==> src/tcx_pkg.sv <==
package tcx_pkg;
  // Clock and timing figures.
  localparam int CLK_MHZ = 100;
  localparam int PG_DELAY_US = 500;
  localparam int PG_DELAY_CYC = PG_DELAY_US * CLK_MHZ;
  localparam int CFG_HOLD_US = 10;
  localparam int CFG_HOLD_CYC = CFG_HOLD_US * CLK_MHZ;
  localparam int DEBOUNCE_MS = 16;
  localparam int DEBOUNCE_CYC = DEBOUNCE_MS * 1000 * CLK_MHZ;
  localparam int U1_IDLE_US = 2;
  localparam int U1_IDLE_CYC = U1_IDLE_US * CLK_MHZ;
  localparam int RXDET_US = 10;
  localparam int RXDET_CYC = RXDET_US * CLK_MHZ;

  // Register offsets.
  localparam logic [7:0] REG_CONFIG = 8'h00;
  localparam logic [7:0] REG_LANE_OFF = 8'h01;
  localparam logic [7:0] REG_LANE_GAIN01 = 8'h02;
  localparam logic [7:0] REG_LANE_GAIN23 = 8'h03;
  localparam logic [7:0] REG_UP_GAIN = 8'h04;
  localparam logic [7:0] REG_DOWN_GAIN = 8'h05;
  localparam logic [7:0] REG_STATUS = 8'h06;
  localparam logic [7:0] REG_TARGET = 8'h07;

  // Fields of the configuration register.
  localparam int CFG_USB_BIT = 0;
  localparam int CFG_DP_BIT = 1;
  localparam int CFG_FLIP_BIT = 2;
  localparam int CFG_SBU_LSB = 3;
  localparam int CFG_SNOOP_OFF_BIT = 5;
  localparam logic [7:0] CONFIG_RST = 8'h01;
  localparam logic [7:0] GAIN_RST = 8'h00;
  localparam logic [3:0] LANE_OFF_RST = 4'h0;

  // Four-level pin codes and sideband override values.
  localparam logic [1:0] LVL_0 = 2'h0;
  localparam logic [1:0] LVL_R = 2'h1;
  localparam logic [1:0] LVL_F = 2'h2;
  localparam logic [1:0] SBU_AUTO = 2'h0;
  localparam logic [1:0] SBU_STRAIGHT = 2'h1;
  localparam logic [1:0] SBU_SWAPPED = 2'h2;
  localparam logic [1:0] SBU_OPEN = 2'h0;

  // High patterns of the serial target address, by upper pin level.
  localparam logic [6:0] ADDR_HI_0 = 7'h44;
  localparam logic [6:0] ADDR_HI_R = 7'h20;
  localparam logic [6:0] ADDR_HI_F = 7'h10;
  localparam logic [6:0] ADDR_HI_1 = 7'h0C;

  // USB pair selection.
  localparam logic [1:0] PAIR_NONE = 2'h0;
  localparam logic [1:0] PAIR_ONE = 2'h1;
  localparam logic [1:0] PAIR_TWO = 2'h2;

  typedef enum logic [1:0] {
    LINK_DISC = 2'b00,
    LINK_U0 = 2'b01,
    LINK_U1 = 2'b10,
    LINK_U23 = 2'b11
  } tcx_link_t;

  typedef enum logic [2:0] {
    SRC_NONE = 3'b000,
    SRC_TX1 = 3'b001,
    SRC_RX1 = 3'b010,
    SRC_TX2 = 3'b011,
    SRC_RX2 = 3'b100
  } tcx_src_t;
endpackage : tcx_pkg
==> src/tcx_config_control.sv <==
`timescale 1ns/1ns
// Function
// - Level zero selects pins, else registers.
// - Two enables plus orientation decode configuration.
// - USB uses pair one, or two flipped.
// - DP lanes fed from pairs per orientation.
// - Sideband map follows override field.
// - DP lanes pass only with hot-plug.
// - Lane-off bits act crosswise in four-lane.
// - Gain field is upper code over lower.
// - Sixteen gain settings per path or lane.
// - Link tracker runs only with USB enabled.
// - Disconnect to U0 on both terminations.
// - U0 to U1 on idle both ports.
// - U1 keeps terminations and common mode.
// - U2/U3 polls detection, LFPS wakes to U0.
// - Power-good within 500 microseconds.
// - Control pins debounced, at most 16 ms.
// - Target address from two four-level pins.
// - Defaults to USB until enable pin pulsed.
// - Pin mode: no snoop, all lanes.
// - Four-level inputs latched, then bias removed.
module tcx_config_control
  import tcx_pkg::*;
#(
  parameter int PG_CYCLES = PG_DELAY_CYC,
  parameter int DB_CYCLES = DEBOUNCE_CYC
)(
  input wire logic clk,
  input wire logic rst_n,
  input wire logic [7:0] addr,
  input wire logic [7:0] wdata,
  input wire logic wr,
  input wire logic rd,
  output logic [7:0] rdata,
  input wire logic [1:0] mode_level,
  input wire logic [3:0] upstream_gain_pins,
  input wire logic [3:0] downstream_gain_pins,
  input wire logic [3:0] lane_gain_pins,
  input wire logic dp_enable_pin,
  input wire logic usb_enable_pin,
  input wire logic orientation_pin,
  input wire logic hot_plug_input,
  input wire logic [3:0] snoop_lane_mask,
  input wire logic far_term_up,
  input wire logic far_term_down,
  input wire logic idle_up,
  input wire logic idle_down,
  input wire logic lfps_valid,
  output logic power_good,
  output logic bias_enable,
  output logic [6:0] target_addr,
  output logic [1:0] usb_pair,
  output tcx_src_t lane0_source,
  output tcx_src_t lane1_source,
  output tcx_src_t lane2_source,
  output tcx_src_t lane3_source,
  output logic [3:0] lane_active,
  output logic [1:0] sbu_map,
  output logic [3:0] lane0_gain,
  output logic [3:0] lane1_gain,
  output logic [3:0] lane2_gain,
  output logic [3:0] lane3_gain,
  output logic [3:0] upstream1_gain,
  output logic [3:0] upstream2_gain,
  output logic [3:0] downstream_gain,
  output tcx_link_t link_state,
  output logic rx_term_en,
  output logic tx_cm_en,
  output logic redrive_en,
  output logic rx_detect
);
  localparam int PGW = $clog2(PG_CYCLES + 1);
  localparam int DBW = $clog2(DB_CYCLES + 1);
  localparam int HLW = $clog2(CFG_HOLD_CYC + 1);
  localparam int TMW = $clog2(RXDET_CYC + U1_IDLE_CYC + 1);

  function automatic logic [6:0] addr_from(input logic [1:0] hi,
                                           input logic [1:0] lo);
    logic [6:0] pat;
    pat = (hi == LVL_0) ? ADDR_HI_0 : (hi == LVL_R) ? ADDR_HI_R :
          (hi == LVL_F) ? ADDR_HI_F : ADDR_HI_1;
    return pat | {5'h00, lo};
  endfunction : addr_from

  function automatic tcx_src_t lane_src(input logic [1:0] lane,
                                        input logic flip);
    tcx_src_t s;
    case (lane)
      2'h0: s = flip ? SRC_TX1 : SRC_TX2;
      2'h1: s = flip ? SRC_RX1 : SRC_RX2;
      2'h2: s = flip ? SRC_RX2 : SRC_RX1;
      default: s = flip ? SRC_TX2 : SRC_TX1;
    endcase
    return s;
  endfunction : lane_src

  // Power-good timer and four-level capture.
  logic [PGW-1:0] pg_cnt;
  logic [HLW-1:0] hold_cnt;
  logic pin_mode;
  logic [3:0] up_lat, down_lat, lane_lat;
  always_ff @(posedge clk or negedge rst_n)
  begin
    if (!rst_n)
    begin
      pg_cnt <= '0;
      power_good <= 1'b0;
    end
    else if (!power_good)
    begin
      pg_cnt <= pg_cnt + 1'b1;
      power_good <= (pg_cnt == PGW'(PG_CYCLES - 1));
    end
  end

  always_ff @(posedge clk or negedge rst_n)
  begin
    if (!rst_n)
    begin
      pin_mode <= 1'b0;
      up_lat <= 4'h0;
      down_lat <= 4'h0;
      lane_lat <= 4'h0;
      target_addr <= 7'h00;
      hold_cnt <= '0;
      bias_enable <= 1'b1;
    end
    else if (power_good && bias_enable)
    begin
      if (hold_cnt == '0)
      begin
        pin_mode <= (mode_level == LVL_0);
        up_lat <= upstream_gain_pins;
        down_lat <= downstream_gain_pins;
        lane_lat <= lane_gain_pins;
        target_addr <= addr_from(lane_gain_pins[1:0],
                                 downstream_gain_pins[1:0]);
      end
      hold_cnt <= hold_cnt + 1'b1;
      bias_enable <= (hold_cnt != HLW'(CFG_HOLD_CYC - 1));
    end
  end

  // Control pin debounce: a level is adopted once stable for the window.
  logic [2:0] pin_raw, deb;
  logic [DBW-1:0] dcnt [3];
  logic usb_default;
  assign pin_raw = {orientation_pin, dp_enable_pin, usb_enable_pin};
  always_ff @(posedge clk or negedge rst_n)
  begin
    if (!rst_n)
    begin
      deb <= 3'h0;
      for (int i = 0; i < 3; i++)
        dcnt[i] <= '0;
    end
    else
    begin
      for (int i = 0; i < 3; i++)
      begin
        if (pin_raw[i] == deb[i])
          dcnt[i] <= '0;
        else if (dcnt[i] == DBW'(DB_CYCLES - 1))
        begin
          deb[i] <= pin_raw[i];
          dcnt[i] <= '0;
        end
        else
          dcnt[i] <= dcnt[i] + 1'b1;
      end
    end
  end

  // USB stays on after power-up until the enable pin falls once.
  always_ff @(posedge clk or negedge rst_n)
  begin
    if (!rst_n)
      usb_default <= 1'b1;
    else if (deb[0] && !pin_raw[0] && dcnt[0] == DBW'(DB_CYCLES - 1))
      usb_default <= 1'b0;
  end

  // Register file.
  logic [7:0] cfg_reg, gain01, gain23, up_gain, down_gain;
  logic [3:0] lane_off;
  always_ff @(posedge clk or negedge rst_n)
  begin
    if (!rst_n)
    begin
      cfg_reg <= CONFIG_RST;
      lane_off <= LANE_OFF_RST;
      gain01 <= GAIN_RST;
      gain23 <= GAIN_RST;
      up_gain <= GAIN_RST;
      down_gain <= GAIN_RST;
    end
    else if (wr)
    begin
      case (addr)
        REG_CONFIG: cfg_reg <= {2'h0, wdata[5:0]};
        REG_LANE_OFF: lane_off <= wdata[3:0];
        REG_LANE_GAIN01: gain01 <= wdata;
        REG_LANE_GAIN23: gain23 <= wdata;
        REG_UP_GAIN: up_gain <= wdata;
        REG_DOWN_GAIN: down_gain <= {4'h0, wdata[3:0]};
        default: ;
      endcase
    end
  end

  always_ff @(posedge clk or negedge rst_n)
  begin
    if (!rst_n)
      rdata <= 8'h00;
    else if (rd)
    begin
      case (addr)
        REG_CONFIG: rdata <= cfg_reg;
        REG_LANE_OFF: rdata <= {4'h0, lane_off};
        REG_LANE_GAIN01: rdata <= gain01;
        REG_LANE_GAIN23: rdata <= gain23;
        REG_UP_GAIN: rdata <= up_gain;
        REG_DOWN_GAIN: rdata <= down_gain;
        REG_STATUS: rdata <= {bias_enable, power_good, pin_mode, deb,
                              link_state};
        REG_TARGET: rdata <= {1'b0, target_addr};
        default: rdata <= 8'h00;
      endcase
    end
    else
      rdata <= 8'h00;
  end

  // Effective configuration.
  logic sel_usb, sel_dp, sel_flip, snoop_off, four_lane, usb_on, dp_on;
  logic [1:0] sbu_ovr;
  logic [3:0] lane_mask;
  always_comb
  begin
    sel_usb = pin_mode ? (deb[0] | usb_default) : cfg_reg[CFG_USB_BIT];
    sel_dp = pin_mode ? deb[1] : cfg_reg[CFG_DP_BIT];
    sel_flip = pin_mode ? deb[2] : cfg_reg[CFG_FLIP_BIT];
    sbu_ovr = pin_mode ? SBU_AUTO : cfg_reg[CFG_SBU_LSB +: 2];
    snoop_off = pin_mode | cfg_reg[CFG_SNOOP_OFF_BIT];
    four_lane = sel_dp & ~sel_usb;
    usb_on = sel_usb & power_good;
    dp_on = sel_dp & hot_plug_input & power_good;
    if (pin_mode)
      lane_mask = 4'hF;
    else if (!snoop_off)
      lane_mask = snoop_lane_mask;
    else if (four_lane)
      lane_mask = ~{lane_off[0], lane_off[1], lane_off[2],
                    lane_off[3]};
    else
      lane_mask = ~lane_off;
  end

  logic [1:0] next_sbu;
  always_comb
  begin
    case (sbu_ovr)
      SBU_AUTO: next_sbu = !sel_dp ? SBU_OPEN :
                           sel_flip ? SBU_SWAPPED : SBU_STRAIGHT;
      SBU_STRAIGHT: next_sbu = SBU_STRAIGHT;
      SBU_SWAPPED: next_sbu = SBU_SWAPPED;
      default: next_sbu = SBU_OPEN;
    endcase
  end

  // Routing outputs.
  always_ff @(posedge clk or negedge rst_n)
  begin
    if (!rst_n)
    begin
      usb_pair <= PAIR_NONE;
      lane0_source <= SRC_NONE;
      lane1_source <= SRC_NONE;
      lane2_source <= SRC_NONE;
      lane3_source <= SRC_NONE;
      lane_active <= 4'h0;
      sbu_map <= SBU_OPEN;
    end
    else
    begin
      usb_pair <= !sel_usb ? PAIR_NONE :
                  sel_flip ? PAIR_TWO : PAIR_ONE;
      lane0_source <= sel_dp ? lane_src(2'h0, sel_flip) : SRC_NONE;
      lane1_source <= sel_dp ? lane_src(2'h1, sel_flip) : SRC_NONE;
      lane2_source <= four_lane ? lane_src(2'h2, sel_flip) : SRC_NONE;
      lane3_source <= four_lane ? lane_src(2'h3, sel_flip) : SRC_NONE;
      lane_active <= dp_on ? (lane_mask & (four_lane ? 4'hF : 4'h3))
                           : 4'h0;
      sbu_map <= next_sbu;
    end
  end

  // Equalization codes.
  always_ff @(posedge clk or negedge rst_n)
  begin
    if (!rst_n)
    begin
      lane0_gain <= 4'h0;
      lane1_gain <= 4'h0;
      lane2_gain <= 4'h0;
      lane3_gain <= 4'h0;
      upstream1_gain <= 4'h0;
      upstream2_gain <= 4'h0;
      downstream_gain <= 4'h0;
    end
    else if (pin_mode)
    begin
      lane0_gain <= lane_lat;
      lane1_gain <= lane_lat;
      lane2_gain <= lane_lat;
      lane3_gain <= lane_lat;
      upstream1_gain <= up_lat;
      upstream2_gain <= up_lat;
      downstream_gain <= down_lat;
    end
    else
    begin
      lane0_gain <= gain01[3:0];
      lane1_gain <= gain01[7:4];
      lane2_gain <= gain23[3:0];
      lane3_gain <= gain23[7:4];
      upstream1_gain <= up_gain[3:0];
      upstream2_gain <= up_gain[7:4];
      downstream_gain <= down_gain[3:0];
    end
  end

  // USB link-state tracker.
  tcx_link_t next_state;
  logic [TMW-1:0] tmr;
  logic terms_ok, both_idle, tmr_done;
  assign terms_ok = far_term_up & far_term_down;
  assign both_idle = idle_up & idle_down;
  assign tmr_done = (link_state == LINK_U1) ?
                    (tmr == TMW'(U1_IDLE_CYC - 1)) :
                    (tmr == TMW'(RXDET_CYC - 1));
  always_comb
  begin
    next_state = link_state;
    if (!usb_on)
      next_state = LINK_DISC;
    else
    begin
      case (link_state)
        LINK_DISC: if (terms_ok) next_state = LINK_U0;
        LINK_U0: if (both_idle) next_state = LINK_U1;
        LINK_U1:
          if (lfps_valid || !both_idle)
            next_state = LINK_U0;
          else if (tmr_done)
            next_state = LINK_U23;
        LINK_U23:
          if (rx_detect && !terms_ok)
            next_state = LINK_DISC;
          else if (lfps_valid)
            next_state = LINK_U0;
        default: next_state = LINK_DISC;
      endcase
    end
  end

  always_ff @(posedge clk or negedge rst_n)
  begin
    if (!rst_n)
    begin
      link_state <= LINK_DISC;
      tmr <= '0;
      rx_detect <= 1'b0;
      rx_term_en <= 1'b0;
      tx_cm_en <= 1'b0;
      redrive_en <= 1'b0;
    end
    else
    begin
      link_state <= next_state;
      tmr <= (next_state != link_state || tmr_done) ? '0 : tmr + 1'b1;
      rx_detect <= (next_state == LINK_U23) && (link_state == LINK_U23)
                   && tmr_done;
      rx_term_en <= (next_state != LINK_DISC);
      tx_cm_en <= (next_state == LINK_U0) ||
                  (next_state == LINK_U1);
      redrive_en <= (next_state == LINK_U0);
    end
  end
endmodule : tcx_config_control

==> config.mk <==
export PLATFORM = sky130hd
export DESIGN_NAME = tcx_config_control
export DESIGN_NICKNAME = d
export VERILOG_FILES = /design/src/tcx_pkg.sv /design/src/tcx_config_control.sv
export SDC_FILE = /design/constraint.sdc
export NUM_CORES = 1
export LEC_CHECK = 0
export BUFFER_PORTS_ARGS = -buffer_cell sky130_fd_sc_hd__buf_2
export CAP_MARGIN = 30
export CORE_MARGIN = 2
export CORE_UTILIZATION = 58
export DETAILED_ROUTE_END_ITERATION = 16
export GPL_ROUTABILITY_DRIVEN = 0
export PLACE_DENSITY = 0.83
export SYNTH_ARGS = -nofsm -noshare
export SYNTH_HDL_FRONTEND = slang
export SYNTH_SLANG_ARGS = --single-unit
==> constraint.sdc <==
create_clock -name clk -period 3.65 [get_ports clk]
set_clock_uncertainty 0.15 [all_clocks]
set_input_delay 0.73 -clock clk [delete_from_list [all_inputs] [get_ports clk]]
set_output_delay 0.73 -clock clk [all_outputs]
set_load 0.005 [all_outputs]
Yosys cells after proc, flatten, opt, wreduce, memory -nomap -nowiden
Cells that the tools add are included.
{"block": "op_classes", "n_mux": 50, "n_reduce_logical": 29, "bitwise": 16, "n_eq_ne": 28, "add_sub_neg": 6}
{"cell": "$mux 21", "count": 6}
{"cell": "$pmux 8 s8", "count": 1}
{"cell": "$add 21x1->21 const B", "count": 3}
{"cell": "$eq 21x21->1 const B", "count": 3}
{"cell": "$mux 4", "count": 12}
{"cell": "$eq 8x3->1 const B", "count": 4}
{"cell": "$mux 2", "count": 15}
{"cell": "$reduce_and 2->1", "count": 10}
{"cell": "$add 16x1->16 const B", "count": 1}
{"cell": "$eq 16x16->1 const B", "count": 1}
{"cell": "$eq 8x2->1 const B", "count": 2}
{"cell": "$eq 2x2->1 const B", "count": 6}
{"cell": "$mux 3", "count": 4}
{"cell": "$add 11x1->11 const B", "count": 1}
{"cell": "$eq 11x10->1 const B", "count": 1}
{"cell": "$eq 11x8->1 const B", "count": 1}
{"cell": "$mux 11", "count": 1}
{"cell": "$add 10x1->10 const B", "count": 1}
{"cell": "$logic_not 10->1", "count": 1}
{"cell": "$ne 10x10->1 const B", "count": 1}
{"cell": "$eq 2x1->1 const B", "count": 4}
{"cell": "$eq 8x1->1 const B", "count": 1}
{"cell": "$logic_not 2->1", "count": 4}
{"cell": "$logic_not 8->1", "count": 1}
{"cell": "19 further kinds", "count": 44}
{"block": "word_totals", "register_bits": 224, "input_bits": 47, "output_inout_bits": 71}

Depth between registers and ports, before layout
Gate-level depths: netlist (run 1).
{"block": "logic_depth", "word_depth": 9, "ltp_mapped": 7, "ltp_nobuf": 7}

Worst setup path before layout (run 1)
Ideal clock, no wire load.
{"block": "synth_timing", "kind": "input-to-reg", "from": "in addr[5]", "to": "reg down_gain[0]", "path_buffers": 1, "arrival_time_ns": 2.210, "path_slack_ns": 1.165, "path_stages": 5, "setup_time_ns": 0.125, "path_cell_list": "or4_4 nor3_1 and3_1 buf_2 mux2_2"}
{"block": "synth_between", "elab_chain_cells": 2}
{"element": "start: declaration", "line_no": "tcx_config_control.sv:31", "text": "input wire logic [7:0] addr,"}
{"element": "$eq 8x3->1", "line_no": "tcx_config_control.sv:200", "text": "case (addr)"}
{"element": "$reduce_and 2->1 (no line)"}
{"element": "end signal: assignment", "line_no": "tcx_config_control.sv:206", "text": "REG_DOWN_GAIN: down_gain <= {4'h0, wdata[3:0]};"}
{"element": "end: declaration", "line_no": "tcx_config_control.sv:185", "text": "logic [7:0] cfg_reg, gain01, gain23, up_gain, down_gain;"}
Every way passes these cells.
A chain may end at the register's enable or synchronous reset.

Worst setup path in the final report (run 1)
{"block": "layout_timing", "from": "reg pin_mode", "to": "reg rx_detect"}
{"block": "layout_between", "elab_chain_cells": 6}
{"element": "start: declaration", "line_no": "tcx_config_control.sv:101", "text": "logic pin_mode;"}
{"element": "start signal: assignment", "line_no": "tcx_config_control.sv:133", "text": "pin_mode <= (mode_level == LVL_0);"}
{"element": "$mux 1", "line_no": "tcx_config_control.sv:241", "text": "sel_usb = pin_mode ? (deb[0] | usb_default) : cfg_reg[CFG_USB_BIT];"}
{"element": "$and 1x1->1", "line_no": "tcx_config_control.sv:247", "text": "usb_on = sel_usb & power_good;"}
{"element": "$mux 2", "line_no": "tcx_config_control.sv:346", "text": "if (!usb_on)"}
{"element": "net next_state[0]", "line_no": "tcx_config_control.sv:335", "text": "tcx_link_t next_state;"}
{"element": "$eq 2x2->1", "line_no": "tcx_config_control.sv:383", "text": "rx_detect <= (next_state == LINK_U23) && (link_state == LINK_U23)"}
{"element": "$logic_and 1x1->1", "line_no": "tcx_config_control.sv:383"}
{"element": "$logic_and 1x1->1", "line_no": "tcx_config_control.sv:384", "text": "&& tmr_done;"}
{"element": "end signal: assignment", "line_no": "tcx_config_control.sv:383"}
{"element": "end: declaration", "line_no": "tcx_config_control.sv:71", "text": "output logic rx_detect"}
The timed path passes the listed nets, and every way through them passes these cells.

==> flow_summary_export.csv, run 1 <==
group,metric,value,unit
outcome,outcome,"complete, no violations",
final_layout,top_register,"dcnt",
sta,fin_crit_sh,71.2,%
critical_path,worstPathMaxFanout,57,
sta,fin_ws,1050,ps
cts,cts_setup_buffers,0,
critical_path,ff2ff_setup_slack,1050,ps
critical_path,worstSetupPathType,"flop to flop",
final_layout,stdcell_area,11700,um^2
sta,tns,0,ps
critical_path,crit_path_start_kind,"flop",
logic_synthesis,ys_warn_count,0,
placement,hpwl,15200,um
pwr,power.density,447,nW/um^2
sta,worstMarginPinSlew,922,ps
cts,cts_tree,"built",
floorplanning,start_util,59.0,%
final_layout,largest_reg_flops,63,
global_routing,antenna_found_initial,6,
final_layout,final_cell_mix,"dfrtp_1 (214), buf_2 (112), nor2_1 (80)",
routing,ant_nets,0,
routing,routedWlPerCell,17.7,um
cts,clk_pin_slew,60,ps
logic_synthesis,synth_cell_type_count,63,
floorplanning,io_pins,118,
floorplanning,die_x,136,um
logic_synthesis,synth_edf_count,0,
logic_synthesis,synth.area.top_cells,"dfrtp_1 (53%), mux2_2 (6.9%), xnor2_1 (4.2%), nor2_1 (3.0%), o21ai_0 (2.6%)",
logic_synthesis,postSynthAreaPerCell,10.9,um^2
critical_path,r2r_start,"pin_mode",
floorplanning,num_rows,48,
flow_run,cap_violations,0,
logic_synthesis,synth_ff_type,"dfrtp_1",
routing,drt-total-wl,22800,um
final_layout,reg_top3,"dcnt (63), pg_cnt (16), tmr (11)",
placement,dp_slack,855,ps
routing,vias,7522,
hold_path,worstHoldPathCells,2,
final_layout,post-route-util,68.2,%
global_routing,grt_max_degree,124,
critical_path,cp.arrival,2830,ps
floorplanning,fp.dieArea,18500,um^2
sta,setup_violations,0,
final_layout,mostFrequentLayoutCell,"dfrtp_1",
critical_path,worst_ep_required_time,3880,ps
sta,relSlewSlack,38.5,%
cts,htree_levels,1,
logic_synthesis,ys_seq_elements,218,
sta,drv_slew,0,
final_layout,fillers,1245,
routing,drt-initial-drc-count,580,
pwr,max-vdd-ir-drop,0.326,mV
critical_path,critPathCapture,"rx_detect",
global_routing,track_usage,24.9,%
pwr,leakage,5.22,nW
cts,cts_sinks,218,
sta,hold_viol_final,0,
sta,fin_hold_ws,297,ps
placement,port_buffers,113,
routing,drtPass1Iterations,5,
cts,clk_latency,510,ps
critical_path,reg2reg_depth,6,
placement,place_area,10900,um^2
routing,via_per_inst,5.84,
cts,clock_path_buffers,3,
sta,rsz0062_at_grt,"no",
floorplanning,die-height,136,um
critical_path,end_kind,"flop",
global_routing,grt_pass1_vias,7263,
global_routing,grt_overflow,0,
logic_synthesis,yosysSeqAreaShare,53.9,%
routing,drc,0,
sta,fmax,0.385,GHz
final_layout,area_growth,15.6,%
final_layout,drive_above_1_share,23.1,%
sta,finalCriticalPeriod,2600,ps
logic_synthesis,synthesis.area,10100,um^2
cts,cts_made_buffers,24,
logic_synthesis,synth_top_area_share,53.1,%
critical_path,r2r_end,"rx_detect",
hold_path,min_path_type,"input pin to flop",
global_routing,grt_pass1_wl,36700,um
logic_synthesis,yosysTopAreaCell,"dfrtp_1",
logic_synthesis,syn_inst,930,
floorplanning,core,17200,um^2
critical_path,crit_start,"pin_mode",
final_layout,num-nets-final,1101,
cts,clockRootBuffer,"clkbuf_16",
logic_synthesis,async_flop_share,100,%
-- cell usage after synthesis, drive strengths merged, types with 4 or more instances --
master and count:
mux4 8, mux2i 9, nor2 80, and4 7, clkbuf 21, a21oi 32
or4 13, buf 21, o21ai 53, and3 9, o22ai 4, nor4b 6
ha 15, xnor2 49, mux2 62, nand2 61, dfrtp 215, nand2b 6
nand3 41, or3 19, xor2 22, nor4 24, nand3b 5, nand4 24
o31ai 6, inv 52, a21boi 4, nor3 15, nor4bb 6
-- through the flow --
stage / instances / total power, mW
CTS: 1282 / 5.27
global route: 1286 / 5.40
floorplan: 933 / 2.67
global placement: 1237 / 2.80
detailed placement: 1237 / 2.81
finish: 1287 / 5.23
-- critical path, cell delays in order, from the launching register on --
cell and delay [ps]:
dfrtp_2 960, or3b_2 560, and2_1 210, o211a_1 130
o21a_1 130, ha_1 190, nor4b_1 130
-- layout make-up --
cell class,instances,area [um^2],share of cell area [%]
sequential,218,5460,46.6
multi-input combinational,621,4290,36.6
clock buffer,34,679,5.80
timing repair buffer,122,658,5.62
tap,225,282,2.40
inverter,52,195,1.67
clock inverter,10,131,1.12
antenna,5,12.5,0.107
-- what timing repair did --
item / 4_1_cts / 5_1_grt
hold buffers: 1 / 0
gates resized for setup: 0 / 0
endpoints found under the hold margin: 44 / 0
-- report_power, final --
part / total (mW) / switching, mW / leakage, nW / internal [mW]
clock: 2.46 / 0.952 / 0.397 / 1.51
sequential: 2.52 / 0.0466 / 2.85 / 2.47
combinational: 0.254 / 0.154 / 1.97 / 0.0998
-- cell families (layout without fill, tap and decap cells) --
group | Yosys count | count (layout) | share of synthesized area (%)
other | 1 | 9 | 0.0370
multiplexers | 79 | 79 | 9.56
XOR/XNOR | 71 | 71 | 6.14
adder cells (fa/ha/maj) | 15 | 15 | 1.85
flip-flops | 218 | 218 | 53.9
buffers and inverters | 94 | 218 | 3.87
AO/OA/AOI/OAI | 121 | 121 | 7.02
AND/OR/NAND/NOR | 331 | 331 | 17.6
-- per-layer routing --
layer  share of wire (%)  global-route usage (%)  up-vias
met1                  44                    35.0     3717
met4                 2.8                    9.03        2
met3                 6.3                    4.59       60
met5               0.048                       0        -
li1                    -                       -     3495
met2                  47                    39.0      248
-- worst min-delay path by stage --
stage	end	startpoint	slack, ps
after detailed placement	pg_cnt[15]	pg_cnt[15]	310
final	target_addr[0]	downstream_gain_pins[0]	300
after CTS	pin_mode	mode_level[0]	270
after global placement	tmr[0]	tmr[0]	310
after floorplan	cfg_reg[1]	rst_n	280
after global routing	down_lat[3]	downstream_gain_pins[3]	290
Power figures use the tool's default switching activity.
==> run 2, diff against run 1 <==
--- a/config.mk
+++ b/config.mk
@@ -8,10 +8,10 @@
 export BUFFER_PORTS_ARGS = -buffer_cell sky130_fd_sc_hd__buf_2
 export CAP_MARGIN = 30
 export CORE_MARGIN = 2
-export CORE_UTILIZATION = 58
+export CORE_UTILIZATION = 53
 export DETAILED_ROUTE_END_ITERATION = 16
 export GPL_ROUTABILITY_DRIVEN = 0
-export PLACE_DENSITY = 0.83
+export PLACE_DENSITY = 0.8
 export SYNTH_ARGS = -nofsm -noshare
 export SYNTH_HDL_FRONTEND = slang
 export SYNTH_SLANG_ARGS = --single-unit
==> constraint.sdc (replaced) <==
create_clock -name clk -period 2.3 [get_ports clk]
set_clock_uncertainty 0.15 [all_clocks]
set_input_delay 0.46 -clock clk [delete_from_list [all_inputs] [get_ports clk]]
set_output_delay 0.46 -clock clk [all_outputs]
set_load 0.005 [all_outputs]
==> flow_summary_export.csv, run 2 (synthesized netlist as in run 1, its figures left out) <==
group,metric,value,unit
critical_path,ff2ff_setup_slack,130,ps
outcome,outcome,"complete, no violations",
routing,wl_met1,9990,um
sta,worstMarginPinSlew,559,ps
critical_path,cp_slowest_cell,"dfrtp_1",
routing,drc,0,
critical_path,crit_path_start_kind,"flop",
final_layout,fillers,1444,
final_layout,reg_top3,"dcnt (63), pg_cnt (16), tmr (11)",
cts,cts_made_buffers,24,
sta,rsz0062_at_grt,"no",
sta,tns,0,ps
final_layout,num_antenna_cells,0,
critical_path,cp.arrival,2410,ps
final_layout,area_growth,17.6,%
pwr,leakage,5.34,nW
final_layout,mostFrequentLayoutCell,"dfrtp_1",
sta,finalCriticalPeriod,2170,ps
hold_path,hold_start,"mode_level[1]",
global_routing,grt_overflow,0,
sta,fin_ws,134,ps
critical_path,worstSetupPathType,"flop to flop",
sta,setup_violations,0,
placement,dpl.cell_count,1268,
cts,htree_levels,1,
hold_path,min_to,"pin_mode",
sta,drv_slew,0,
critical_path,reg2reg_depth,6,
global_routing,grt_pass1_vias,7377,
global_routing,track_usage,23.5,%
placement,port_buffers,113,
sta,fmax,0.462,GHz
critical_path,worstPathMaxFanout,4,
cts,clk_pin_slew,60,ps
routing,routedWlPerCell,17.9,um
critical_path,worst_ep_required_time,2540,ps
placement,dp_slack,-29.2,ps
routing,ant_nets,0,
cts,clock_path_buffers,3,
global_routing,grt_max_degree,58,
critical_path,max_stage_delay,410,ps
sta,fin_crit_sh,94.2,%
final_layout,num-nets-final,1124,
floorplanning,start_util,54.1,%
critical_path,cp_cell_sequence,"or3_1, or3_4, o221ai_2, o21a_1, ha_1, nor4b_1",
floorplanning,num_rows,50,
routing,drt-initial-drc-count,581,
final_layout,top_register,"dcnt",
floorplanning,core,18700,um^2
cts,cts_setup_buffers,0,
cts,clk_latency,510,ps
final_layout,drive_above_1_share,25.1,%
critical_path,crit_family,"simple AND/OR/NAND/NOR gates",
sta,hold_viol_final,0,
sta,relSlewSlack,62.7,%
pwr,max-vdd-ir-drop,0.469,mV
final_layout,largest_reg_flops,63,
floorplanning,die_x,142,um
hold_path,min_path_type,"input pin to flop",
floorplanning,die-height,142,um
critical_path,end_kind,"flop",
pwr,power.density,688,nW/um^2
critical_path,path_buf_inv,0,
floorplanning,io_pins,118,
routing,vias,7539,
placement,hpwl,16400,um
sta,fin_hold_ws,7.19,ps
floorplanning,fp.dieArea,20200,um^2
cts,cts_tree,"built",
routing,drt-total-wl,23600,um
routing,dr_wl_met2,11200,um
flow_run,cap_violations,0,
hold_path,worstHoldPathCells,2,
routing,top_layer_used,"met4",
cts,clockRootBuffer,"clkbuf_16",
routing,drtPass1Iterations,7,
critical_path,r2r_start,"tmr[4]",
routing,wl_met3,1540,um
critical_path,r2r_end,"rx_detect",
final_layout,post-route-util,63.7,%
global_routing,antenna_found_initial,0,
final_layout,final_cell_mix,"dfrtp_1 (214), buf_2 (112), nor2_1 (80)",
final_layout,fin_cells,1314,
routing,via_per_inst,5.74,
global_routing,grt_pass1_wl,37700,um
cts,cts_sinks,218,
-- run 2: changes by cell type in the layout (fill, tap and decap cells not counted), moves of 2 or more --
cell	previous run	this run
buf_4	7	26
diode_2	5	0
buf_12	1	4
clkbuf_1	7	4
clkinv_4	0	3
bufinv_16	3	1
clkbuf_8	2	4
-- run 2: worst max path at each step --
stage                        from            to  slack (ps)  cells past startpoint
after floorplan           addr[5]  down_gain[0]          90                      5
after global placement    addr[5]  down_gain[1]          -7                      6
after CTS                  tmr[0]     rx_detect          80                      7
final                      tmr[4]     rx_detect         130                      6
after global routing      dcnt[1]      dcnt[20]          20                      5
after detailed placement  addr[5]     gain01[5]         -30                      5
-- run 2: area by class of cell --
type / count / area, um^2 / area share [%]
Clock inverter: 11 / 93.8 / 0.788
Clock buffer: 33 / 696 / 5.84
Multi-Input combinational cell: 621 / 4300 / 36.1
Tap cell: 234 / 293 / 2.46
Timing Repair Buffer: 145 / 871 / 7.31
Inverter: 52 / 195 / 1.64
Sequential cell: 218 / 5460 / 45.9
-- run 2: timing repair --
action | 4_1_cts | 5_1_grt
setup endpoints to repair | 0 | 1
resized for setup | 0 | 2
hold endpoints to repair | 45 | 0
hold buffers | 2 | 0
-- run 2: worst reg2reg max path, delay by kind of cell, from the launching register on --
kind            cells  cell delay, ps
compound gates      2             360
fa+ha+maj           1             160
flops               1             410
simple gates        3             980
-- run 2: power breakdown --
part	leakage [nW]	internal [mW]	switching, mW	total (mW)
Combinational	2.10	0.181	0.257	0.439
Sequential	2.85	3.92	0.0750	3.99
Clock	0.392	2.23	1.53	3.77
-- run 2: routing by layer --
metal,vias to the layer above,GRT usage [%]
li1,3537,-
met1,3672,31.6
met2,271,38.0
met3,59,4.51
met4,0,9.21
met5,-,0
-- run 2: per-stage QoR --
stage / instance area (um^2) / total power, mW
2_1_floorplan: 10100 / 4.24
5_1_grt: 11900 / 8.47
3_5_place_dp: 11100 / 4.49
6_report: 11900 / 8.20
3_3_place_gp: 11100 / 4.47
4_1_cts: 11900 / 8.26
==> run 3, diff against run 2 <==
--- a/config.mk
+++ b/config.mk
@@ -5,13 +5,15 @@
 export SDC_FILE = /design/constraint.sdc
 export NUM_CORES = 1
 export LEC_CHECK = 0
+export ABC_CLOCK_PERIOD_IN_PS = 2300
 export BUFFER_PORTS_ARGS = -buffer_cell sky130_fd_sc_hd__buf_2
 export CAP_MARGIN = 30
-export CORE_MARGIN = 2
+export CORE_MARGIN = 5
 export CORE_UTILIZATION = 53
 export DETAILED_ROUTE_END_ITERATION = 16
 export GPL_ROUTABILITY_DRIVEN = 0
 export PLACE_DENSITY = 0.8
+export SKIP_CTS_REPAIR_TIMING = 1
 export SYNTH_ARGS = -nofsm -noshare
 export SYNTH_HDL_FRONTEND = slang
 export SYNTH_SLANG_ARGS = --single-unit
==> flow_summary_export.csv, run 3 (synthesized netlist as in run 1, its figures left out) <==
group,metric,value,unit
outcome,outcome,"complete, no violations",
routing,routedWlPerCell,17.9,um
global_routing,grt_max_degree,60,
hold_path,hold_start,"upstream_gain_pins[2]",
sta,drv_slew,0,
critical_path,worstPathMaxFanout,4,
routing,dr_wl_met2,11400,um
cts,htree_levels,1,
final_layout,largest_reg_flops,63,
critical_path,ff2ff_setup_slack,160,ps
global_routing,grt_pass1_wl,38500,um
critical_path,end_kind,"flop",
final_layout,num_antenna_cells,0,
pwr,p_seq_share,49.4,%
sta,worstMarginPinSlew,531,ps
final_layout,reg_top3,"dcnt (63), pg_cnt (16), tmr (11)",
global_routing,track_usage,21.4,%
critical_path,r2r_start,"tmr[0]",
critical_path,cp.arrival,2380,ps
final_layout,final_cell_mix,"dfrtp_1 (214), buf_2 (112), nor2_1 (80)",
placement,hpwl,16800,um
sta,fin_crit_sh,93.1,%
cts,cts_made_buffers,23,
hold_path,worstHoldPathCells,2,
routing,drc,0,
final_layout,area_growth,17.1,%
routing,drt-total-wl,23500,um
routing,wl_met1,9890,um
pwr,p_int,6.28,mW
pwr,max-vdd-ir-drop,0.524,mV
critical_path,reg2reg_depth,7,
sta,relSlewSlack,64.6,%
final_layout,top_register,"dcnt",
final_layout,seqCellArea,5460,um^2
routing,top_layer_used,"met5",
flow_run,cap_violations,0,
pwr,power,8.08,mW
final_layout,num-nets-final,1123,
routing,vias,7605,
floorplanning,die_x,148,um
cts,clk_latency,510,ps
placement,port_buffers,113,
critical_path,worstSetupPathType,"flop to flop",
cts,clock_path_buffers,3,
pwr,p_sw,1.80,mW
floorplanning,num_rows,50,
routing,ant_nets,0,
sta,hold_viol_final,0,
sta,finalCriticalPeriod,2140,ps
pwr,power.density,681,nW/um^2
global_routing,antenna_found_initial,1,
final_layout,mostFrequentLayoutCell,"dfrtp_1",
global_routing,grt_pass1_vias,7396,
hold_path,min_path_type,"input pin to flop",
sta,fin_ws,159,ps
routing,drt-initial-drc-count,450,
pwr,leakage,5.31,nW
floorplanning,io_pins,118,
final_layout,multiInputGateArea,4300,um^2
pwr,power_frac_clock,45.2,%
routing,wl_met3,1540,um
floorplanning,fp.dieArea,22000,um^2
critical_path,crit_path_start_kind,"flop",
floorplanning,core,18800,um^2
cts,cts_sinks,218,
cts,cts_tree,"built",
floorplanning,start_util,54.0,%
routing,via_per_inst,5.80,
routing,drtPass1Iterations,4,
sta,fmax,0.467,GHz
sta,setup_violations,0,
global_routing,grt_overflow,0,
pwr,switching_share,22.2,%
final_layout,drive_above_1_share,24.8,%
floorplanning,die-height,148,um
cts,clockRootBuffer,"clkbuf_16",
pwr,combPwrFrac,5.3,%
critical_path,worst_ep_required_time,2540,ps
critical_path,r2r_end,"rx_detect",
cts,clk_pin_slew,60,ps
final_layout,fillers,1427,
placement,dp_slack,-65.4,ps
hold_path,min_to,"up_lat[2]",
==> run 3: changes by cell type in the layout (fill, tap and decap cells not counted), sizes merged <==
cell | before | now
buf | 143 | 144
clkinv | 9 | 3
inv | 52 | 53
clkinvlp | 1 | 0
dlygate4sd3 | 2 | 1
clkbuf | 33 | 37
==> run 3: per-stage QoR <==
step	util, %	instance area (um^2)	instances	hold WS, ps	setup TNS [ps]
floorplan	-	10100	933	14.4	0
global placement	59.1	11100	1269	267	0
detailed placement	59.1	11100	1269	278	-387
CTS	63.1	11800	1311	-265	0
global route	63.2	11900	1312	30.3	-0.557
finish	63.2	11900	1312	36.8	0
==> run 3: power groups by stage <==
stage / registers, mW / logic [mW] / clock network, mW
floorplan: 4.04 / 0.199 / 0
global route: 4.00 / 0.486 / 3.89
finish: 3.99 / 0.432 / 3.65
detailed placement: 4.06 / 0.433 / 0
global placement: 4.06 / 0.421 / 0
CTS: 3.99 / 0.437 / 3.71
==> run 3: worst max-delay path, cell delays in order (launching register included) <==
cell,delay [ps]
dfrtp_1,370
ha_1,220
nand2_1,120
or3_1,450
o221ai_2,200
o21a_1,190
ha_1,150
nor4b_2,200
==> run 3: layout make-up <==
class | instances | area share, %
clock buffer | 37 | 5.89
clock inverter | 5 | 0.454
inverter | 52 | 1.65
multi-input combinational | 621 | 36.3
sequential | 218 | 46.0
tap | 234 | 2.47
timing repair buffer | 145 | 7.22
==> run 3: how the worst max path moves through the flow <==
stage / endpoint / start / slack (ps)
6_report: rx_detect / tmr[0] / 160
5_1_grt: rx_detect / tmr[0] / -0.6
4_1_cts: rx_detect / tmr[0] / 40
3_5_place_dp: down_gain[2] / addr[5] / -70
3_3_place_gp: down_gain[0] / addr[5] / 4
2_1_floorplan: down_gain[0] / addr[5] / 90
==> run 3: metal layers <==
metal,vias to the layer above,GRT usage [%]
li1,3540,-
met1,3730,29.3
met2,273,34.9
met3,60,4.05
met4,2,6.37
met5,-,0
